==> src/shared/tag_pkg.sv <==
// Shared constants and types for the timed-access write guard and its core-side end.
`default_nettype none
package tag_pkg;
    timeunit 1ns;
    timeprecision 1ns;

    // ----------------------------------------------------------------
    // Key register and key sequence
    // ----------------------------------------------------------------
    localparam logic [7:0] TAG_KEY_ADDR = 8'hC7;
    localparam logic [7:0] TAG_KEY_FIRST = 8'hAA;
    localparam logic [7:0] TAG_KEY_SECOND = 8'h55;

    // ----------------------------------------------------------------
    // Timing in machine cycles
    // ----------------------------------------------------------------
    localparam logic [2:0] TAG_KEY_GAP_MC = 3'h3;
    localparam logic [2:0] TAG_WINDOW_MC = 3'h3;
    localparam int TAG_CLKS_PER_MC = 4;
    localparam logic [2:0] TAG_CNT_RESET = 3'h0;

    // ----------------------------------------------------------------
    // Guarded registers: addresses, guarded-bit masks and reset values
    // ----------------------------------------------------------------
    localparam int TAG_NREG = 5;
    localparam int TAG_IDX_WDOG = 0;
    localparam int TAG_IDX_EXT = 1;
    localparam int TAG_IDX_TRIM = 2;
    localparam int TAG_IDX_ROM = 3;
    localparam int TAG_IDX_RTC = 4;
    localparam logic [TAG_NREG-1:0][7:0] TAG_REG_ADDR = {8'hF9, 8'hC2, 8'h96, 8'h91, 8'hD8};
    localparam logic [TAG_NREG-1:0][7:0] TAG_REG_GUARD = {8'h05, 8'h07, 8'hFF, 8'h01, 8'h4B};
    localparam logic [TAG_NREG-1:0][7:0] TAG_REG_RESET = {8'h00, 8'h00, 8'h00, 8'h00, 8'h02};

    // ----------------------------------------------------------------
    // Bit positions inside the watchdog and clock control registers
    // ----------------------------------------------------------------
    localparam int TAG_WDOG_RESTART_BIT = 0;
    localparam int TAG_WDOG_RESET_EN_BIT = 1;
    localparam int TAG_WDOG_IRQ_BIT = 3;
    localparam int TAG_WDOG_POR_BIT = 6;
    localparam int TAG_RTC_ENABLE_BIT = 0;
    localparam int TAG_RTC_WRITE_EN_BIT = 2;

    // ----------------------------------------------------------------
    // Key sequence states and core instruction states
    // ----------------------------------------------------------------
    typedef enum logic [2:0] {
        TAG_IDLE = 3'b001,
        TAG_ARMED = 3'b010,
        TAG_OPEN = 3'b100
    } tag_state_type;

    typedef enum logic [1:0] {
        TAG_CORE_IDLE = 2'b01,
        TAG_CORE_BUSY = 2'b10
    } tag_core_state_type;
endpackage
`default_nettype wire

==> src/shared/tag_bus_if.sv <==
// Special-function-register write path between the core and the write guard.
`default_nettype none
interface tag_bus_if;
    timeunit 1ns;
    timeprecision 1ns;
    logic mc_tick;
    logic wr;
    logic [7:0] addr;
    logic [7:0] mask;
    logic [7:0] data;

    modport core (
        output mc_tick,
        output wr,
        output addr,
        output mask,
        output data
    );

    modport guard (
        input mc_tick,
        input wr,
        input addr,
        input mask,
        input data
    );
endinterface
`default_nettype wire

==> src/tag_guard.sv <==
// Timed-access write guard: key sequence, write window and the guarded register bits.
`default_nettype none
// Overview of operation
// Key values written in order open access.
// Second key within three machine cycles.
// Window stays open three machine cycles.
// Open window lets any guarded bit change.
// Closed window blocks guarded bits, keeps value.
// Broken sequence discards progress, restart needed.
// Guarded write must finish within three cycles.
// Watchdog reset enable is guarded against clears.
// Software always runs the key procedure first.
// Watchdog, power, trim, clock, size bits guarded.
// Wrong second key returns guard to idle.
module tag_guard
    import tag_pkg::*;
(
    input wire logic clk,
    input wire logic rst,
    input wire logic ce,
    tag_bus_if.guard bus,
    output logic [7:0] watchdog_control,
    output logic [7:0] ext_control,
    output logic [7:0] trim_control,
    output logic [7:0] rom_size,
    output logic [7:0] clock_control,
    output logic watchdog_reset_enable,
    output logic watchdog_restart,
    output logic watchdog_irq_flag,
    output logic power_on_flag,
    output logic clock_enable,
    output logic clock_write_enable,
    output logic window_open,
    output logic key_pending,
    output logic write_blocked,
    output logic [7:0] blocked_count
);
    timeunit 1ns;
    timeprecision 1ns;

    // ----------------------------------------------------------------
    // Key sequence decoding
    // ----------------------------------------------------------------
    tag_state_type state;
    tag_state_type next_state;
    logic [2:0] cnt;
    logic [2:0] next_cnt;

    // Machine cycles elapsed since the last key write, this cycle's tick included.
    // A key or guarded write always lands on the last tick of its instruction,
    // so counting the coincident tick makes an instruction of n machine cycles
    // count as n. Three bits are enough because both the key gap and the
    // window end as soon as the count passes three.
    wire logic key_wr = bus.wr && (bus.addr == TAG_KEY_ADDR);
    wire logic is_first = (bus.data == TAG_KEY_FIRST);
    wire logic is_second = (bus.data == TAG_KEY_SECOND);
    wire logic [2:0] elapsed = cnt + {2'b00, bus.mc_tick};
    wire logic key_late = (elapsed > TAG_KEY_GAP_MC);
    wire logic window_late = (elapsed > TAG_WINDOW_MC);

    // A guarded write is honoured only if it completes inside the window.
    // Several guarded writes may land in one window; each is judged on its own
    // completion tick, so a slow second write is refused even though the first
    // one succeeded.
    wire logic window_ok = (state == TAG_OPEN) && !window_late;

    // ----------------------------------------------------------------
    // Next-state logic
    // ----------------------------------------------------------------
    // The first key restarts the sequence from any state, so a stray write
    // never leaves half-finished progress behind.
    // Any other key write except a timely second key while armed, or a count that runs past three, drops back to
    // idle; software then has to start again with the first key.
    always_comb begin
        next_state = state;
        next_cnt = elapsed;
        case (state)
            TAG_IDLE: begin
                next_cnt = TAG_CNT_RESET;
                if (key_wr && is_first) begin
                    next_state = TAG_ARMED;
                end
            end
            TAG_ARMED: begin
                if (key_wr && is_second && !key_late) begin
                    next_state = TAG_OPEN;
                    next_cnt = TAG_CNT_RESET;
                end else if (key_wr && is_first) begin
                    next_state = TAG_ARMED;
                    next_cnt = TAG_CNT_RESET;
                end else if (key_wr) begin
                    next_state = TAG_IDLE;
                    next_cnt = TAG_CNT_RESET;
                end else if (key_late) begin
                    next_state = TAG_IDLE;
                    next_cnt = TAG_CNT_RESET;
                end
            end
            TAG_OPEN: begin
                if (key_wr && is_first) begin
                    next_state = TAG_ARMED;
                    next_cnt = TAG_CNT_RESET;
                end else if (key_wr || window_late) begin
                    next_state = TAG_IDLE;
                    next_cnt = TAG_CNT_RESET;
                end
            end
            default: begin
                next_state = TAG_IDLE;
                next_cnt = TAG_CNT_RESET;
            end
        endcase
    end

    // ----------------------------------------------------------------
    // Sequence state
    // ----------------------------------------------------------------
    // Clock enable low freezes the sequence together with the registers.
    // The machine-cycle tick is gated by the same enable, so a frozen spell
    // neither ages an armed sequence nor shortens an open window.
    always_ff @(posedge clk or posedge rst) begin
        if (rst) begin
            state <= TAG_IDLE;
            cnt <= TAG_CNT_RESET;
        end else if (ce) begin
            state <= next_state;
            cnt <= next_cnt;
        end
    end

    // ----------------------------------------------------------------
    // Guarded registers
    // ----------------------------------------------------------------
    // Register contents and refusal flags are nets because each entry of the
    // loop below drives its own slice of them.
    wire logic [TAG_NREG-1:0][7:0] regs;
    wire logic [TAG_NREG-1:0] blocked_hit;

    genvar i;
    generate
        for (i = 0; i < TAG_NREG; i++) begin : g_reg
            logic [7:0] reg_q;
            wire logic hit = bus.wr && (bus.addr == TAG_REG_ADDR[i]);
            wire logic guard_hit = ((bus.mask & TAG_REG_GUARD[i]) != 8'h00);
            // Outside the window the guarded bits drop out of the write mask,
            // so a bit-clear by runaway code leaves them untouched.
            wire logic [7:0] eff_mask = window_ok ? bus.mask
                                                  : (bus.mask & ~TAG_REG_GUARD[i]);
            wire logic [7:0] next_reg = (reg_q & ~eff_mask) | (bus.data & eff_mask);
            assign blocked_hit[i] = hit && !window_ok && guard_hit;
            assign regs[i] = reg_q;

            // Unguarded bits of the same register stay freely writable.
            always_ff @(posedge clk or posedge rst) begin
                if (rst) begin
                    reg_q <= TAG_REG_RESET[i];
                end else if (ce && hit) begin
                    reg_q <= next_reg;
                end
            end
        end
    endgenerate

    // ----------------------------------------------------------------
    // Blocked-write status
    // ----------------------------------------------------------------
    // A refused attempt pulses for one cycle and bumps a saturating counter,
    // which lets software or a monitor notice runaway code.
    // The counter saturates so that a long run of refusals never reads as few.
    wire logic any_blocked = |blocked_hit;

    always_ff @(posedge clk or posedge rst) begin
        if (rst) begin
            write_blocked <= 1'b0;
            blocked_count <= 8'h00;
        end else if (ce) begin
            write_blocked <= any_blocked;
            if (any_blocked && (blocked_count != 8'hFF)) begin
                blocked_count <= blocked_count + 8'h01;
            end
        end
    end

    // ----------------------------------------------------------------
    // Outputs
    // ----------------------------------------------------------------
    // Register contents and named guarded bits for the owning units.
    // The owning units see plain levels and need no knowledge of the key
    // sequence, which keeps the guard the only place that enforces it.
    assign watchdog_control = regs[TAG_IDX_WDOG];
    assign ext_control = regs[TAG_IDX_EXT];
    assign trim_control = regs[TAG_IDX_TRIM];
    assign rom_size = regs[TAG_IDX_ROM];
    assign clock_control = regs[TAG_IDX_RTC];
    assign watchdog_reset_enable = regs[TAG_IDX_WDOG][TAG_WDOG_RESET_EN_BIT];
    assign watchdog_restart = regs[TAG_IDX_WDOG][TAG_WDOG_RESTART_BIT];
    assign watchdog_irq_flag = regs[TAG_IDX_WDOG][TAG_WDOG_IRQ_BIT];
    assign power_on_flag = regs[TAG_IDX_WDOG][TAG_WDOG_POR_BIT];
    assign clock_enable = regs[TAG_IDX_RTC][TAG_RTC_ENABLE_BIT];
    assign clock_write_enable = regs[TAG_IDX_RTC][TAG_RTC_WRITE_EN_BIT];

    // Status straight from the state flops.
    // The codes are one-hot, so each flag is a single flop and carries no
    // glitch from the next-state logic.
    assign window_open = (state == TAG_OPEN);
    assign key_pending = (state == TAG_ARMED);
endmodule
`default_nettype wire

==> src/flat_wrapper.sv <==
// flat-port wrapper written by rule: the top's interface ports become plain ports
module tag_guard_flat import tag_pkg::*;
  (clk, rst, ce, watchdog_control, ext_control, trim_control, rom_size, clock_control, watchdog_reset_enable, watchdog_restart, watchdog_irq_flag, power_on_flag, clock_enable, clock_write_enable, window_open, key_pending, write_blocked, blocked_count, bus_mc_tick, bus_wr, bus_addr, bus_mask, bus_data);
  tag_bus_if bus_i ();
  input wire logic clk;
  input wire logic rst;
  input wire logic ce;
  output logic [7:0] watchdog_control;
  output logic [7:0] ext_control;
  output logic [7:0] trim_control;
  output logic [7:0] rom_size;
  output logic [7:0] clock_control;
  output logic watchdog_reset_enable;
  output logic watchdog_restart;
  output logic watchdog_irq_flag;
  output logic power_on_flag;
  output logic clock_enable;
  output logic clock_write_enable;
  output logic window_open;
  output logic key_pending;
  output logic write_blocked;
  output logic [7:0] blocked_count;
  input wire logic [$bits(bus_i.mc_tick)-1:0] bus_mc_tick;
  input wire logic [$bits(bus_i.wr)-1:0] bus_wr;
  input wire logic [$bits(bus_i.addr)-1:0] bus_addr;
  input wire logic [$bits(bus_i.mask)-1:0] bus_mask;
  input wire logic [$bits(bus_i.data)-1:0] bus_data;
  assign bus_i.mc_tick = bus_mc_tick;
  assign bus_i.wr = bus_wr;
  assign bus_i.addr = bus_addr;
  assign bus_i.mask = bus_mask;
  assign bus_i.data = bus_data;
  tag_guard u_core (.clk(clk), .rst(rst), .ce(ce), .bus(bus_i), .watchdog_control(watchdog_control), .ext_control(ext_control), .trim_control(trim_control), .rom_size(rom_size), .clock_control(clock_control), .watchdog_reset_enable(watchdog_reset_enable), .watchdog_restart(watchdog_restart), .watchdog_irq_flag(watchdog_irq_flag), .power_on_flag(power_on_flag), .clock_enable(clock_enable), .clock_write_enable(clock_write_enable), .window_open(window_open), .key_pending(key_pending), .write_blocked(write_blocked), .blocked_count(blocked_count));
endmodule
==> config.mk <==
export PLATFORM = sky130hd
export DESIGN_NAME = tag_guard_flat
export DESIGN_NICKNAME = d
export VERILOG_FILES = /design/src/shared/tag_pkg.sv /design/src/shared/tag_bus_if.sv /design/src/tag_guard.sv /design/src/flat_wrapper.sv
export SDC_FILE = /design/constraint.sdc
export NUM_CORES = 1
export LEC_CHECK = 0
export BUFFER_PORTS_ARGS = -buffer_cell sky130_fd_sc_hd__clkbuf_2
export CORE_UTILIZATION = 38
export CTS_CLUSTER_SIZE = 25
export DETAILED_ROUTE_END_ITERATION = 8
export PLACE_DENSITY_LB_ADDON = 0.3
export SYNTH_ARGS = -nofsm -noshare
export SYNTH_HDL_FRONTEND = slang
export SYNTH_SLANG_ARGS = --single-unit
==> constraint.sdc <==
create_clock -name clk -period 2.6 [get_ports clk]
set_input_delay 0.52 -clock clk [delete_from_list [all_inputs] [get_ports clk]]
set_output_delay 0.52 -clock clk [all_outputs]
set_load 0.02 [all_outputs]
==> metrics.cfg <==
[timing]
skew_ps=8.98
maxSlewHeadroom_pct=53.7
rsz0062_at_grt=no
slew_violations=0
worst_slew_pin_slew_ps=694
fmax_mhz=435
final_hold_viol_count=0
period_share_pct=88.3
fin_setup_tns_ps=0
fin_crit_ps=2300
setup_viol=0

[global_routing]
grt_pass1_wl_um=10900
antenna_found_initial=0
grt_overflow=0
grt_max_degree=56
gr-usage-all-layers_pct=18.4
grt_pass1_vias=2200

[finish]
layout_commonest_cell=clkbuf_2
fill_cells=717
syn_to_final_growth_pct=23.3
most-common-layout-cells=85 x clkbuf_2, 53 x dfrtp_1, 47 x nand2_1
antenna_cells=0
drive_gt1_share_pct=43.7
nets=388

[synth]
synth_area_leader_cell=dfrtp_1
synth-seq-area-share_pct=48.4
yosysWarnings=0
synth_cell_types=43
netlist_instances=265
synthTopCellsByArea=dfrtp_1 47%, mux2_2 16%, nand2_1 6.2%, dfstp_2 1.8%, nand3_1 1.8%
synth_edf_count=0
syn_nets=297
syn_area_um2=2850
synth_top_area_share_pct=46.5
ys_async_sr_fraction_pct=100
synth.avg_cell_area_um2=10.8
ys.flop_type=dfrtp_1
synth_seq_cells=55

[power]
seqPwrFrac_pct=56.8
p_clk_share_pct=34.0
vdd_drop_max_v=0.000219
finalPower_mw=1.55
comb_power_share_pct=9.2
p_per_area_nw_per_um2=440
internal-power_mw=1.14
p_sw_share_pct=26.0
p_switching_mw=0.403
cellLeakagePower_nw=1.77

[cts]
cts_sinks=55
cts_root_buffer=clkbuf_8
clk_path_buf_depth=2
clk_latency_ps=320
cts_tree=done
htree_num_levels=2
clk_pin_slew_ps=110
cts_buffers=5
cts.repair.resized=0
hold_buffers=0
cts_setup_buffers=0

[route]
routed-via-count=2332
routed_wl_um=6780
ant_nets=0
routedWlPerCell_um=14.9
firstDrtPassIters=4
vias_per_cell=5.11
drtIter0Drc=149
drc_errors=0

[die]
core_region_area_um2=7250
rows=31
io_pins=86
start_util_pct=39.3
die-area_um2=7850
chipWidth_um=88.6
die_h_um=88.6

[critical_path]
start_kind=flip-flop
r2r_slack_ps=300
endpoint_kind=flip-flop
crit_arrival_ps=2500
crit_type=flip-flop to flip-flop
worstPathRequired_ps=2800
path_max_fanout=6

[status]
status=completed

[placed_design]
dp_hpwl_um=5060
place_congestion=0.899
io_buffers=85

[run]
drv_cap=0

[min_path]
hold_path.class=primary input to async pin

==> cell type report <==
class / count / area, µm² / share of cell area [%]
Inverter: 7 / 26.3 / 0.748
Clock buffer: 6 / 82.6 / 2.35
Timing Repair Buffer: 95 / 500 / 14.2
Multi-Input combinational cell: 192 / 1380 / 39.3
Tap cell: 99 / 124 / 3.52
Clock inverter: 2 / 20.0 / 0.570
Sequential cell: 55 / 1380 / 39.2
==> critical path: stages (launching register included) <==
cell	delay (ps)
dfrtp_1	390
ha_1	180
ha_1	220
xor2_1	200
o21ai_1	120
a2111oi_2	360
a311oi_4	110
nor3b_1	250
mux2_1	350
==> logic make-up after synthesis <==
kind of cell	count (synthesis)	share of synthesized area [%]
simple gates	114	21.2
flops	55	48.4
mux	43	16.9
compound gates	25	6.93
buf+inv	18	3.16
xor+xnor	7	2.15
fa+ha+maj	3	1.32
==> Yosys cell counts (all sizes together), types with 2 or more instances <==
master and count:
nor4bb 4, inv 7, a21oi 5, nor4 2, nor3 6, nor2b 7
ha 3, nor2 13, and4bb 3, or3b 2, nand4 6, nand3 10
and3 3, nand2 47, nor3b 2, xor2 5, o21ai 10, and4 2
mux2 42, buf 6, xnor2 2, clkbuf 5, and2 2, dfstp 2
nand3b 2, dfrtp 53, nand2b 2
==> power groups by stage <==
stage	registers (mW)	clock network (mW)	logic, mW
6_report	0.879	0.527	0.142
5_1_grt	0.881	0.569	0.159
4_1_cts	0.879	0.543	0.145
3_5_place_dp	0.895	0	0.144
3_3_place_gp	0.895	0	0.143
2_1_floorplan	0.907	0	0.0559
==> worst paths after layout <==
check,cells past startpoint,startpoint,end
setup / recovery,8,u_core.cnt[0],u_core.blocked_count[6]
hold / removal,3,rst,async pin
setup reg to reg,8,u_core.cnt[0],u_core.blocked_count[6]
hold reg to reg,1,u_core.blocked_count[5],u_core.blocked_count[5]
max in group asynchronous,3,rst,u_core.state[2]
min in group clk,2,ce,u_core.cnt[2]
==> per-layer routing <==
layer | up-vias | GRT usage [%] | wire length (µm)
li1 | 1124 | - | -
met1 | 1103 | 25.4 | 3200
met2 | 91 | 28.0 | 2910
met3 | 14 | 5.41 | 542
met4 | 0 | 5.57 | 124
met5 | - | 0 | 0
==> per-stage QoR <==
| step | hold WS, ps | std cells | cell area, µm² | utilization [%] | worst slack [ps] |
|---|---|---|---|---|---|
| floorplan | 493 | 265 | 2850 | - | 247 |
| global placement | 472 | 448 | 3410 | 47.0 | 125 |
| detailed placement | 491 | 448 | 3410 | 47.0 | 66.9 |
| CTS | 396 | 456 | 3510 | 48.5 | 301 |
| global route | 427 | 456 | 3510 | 48.5 | 178 |
| finish | 353 | 456 | 3510 | 48.5 | 303 |
No activity file was read; power rests on OpenSTA's default activity.
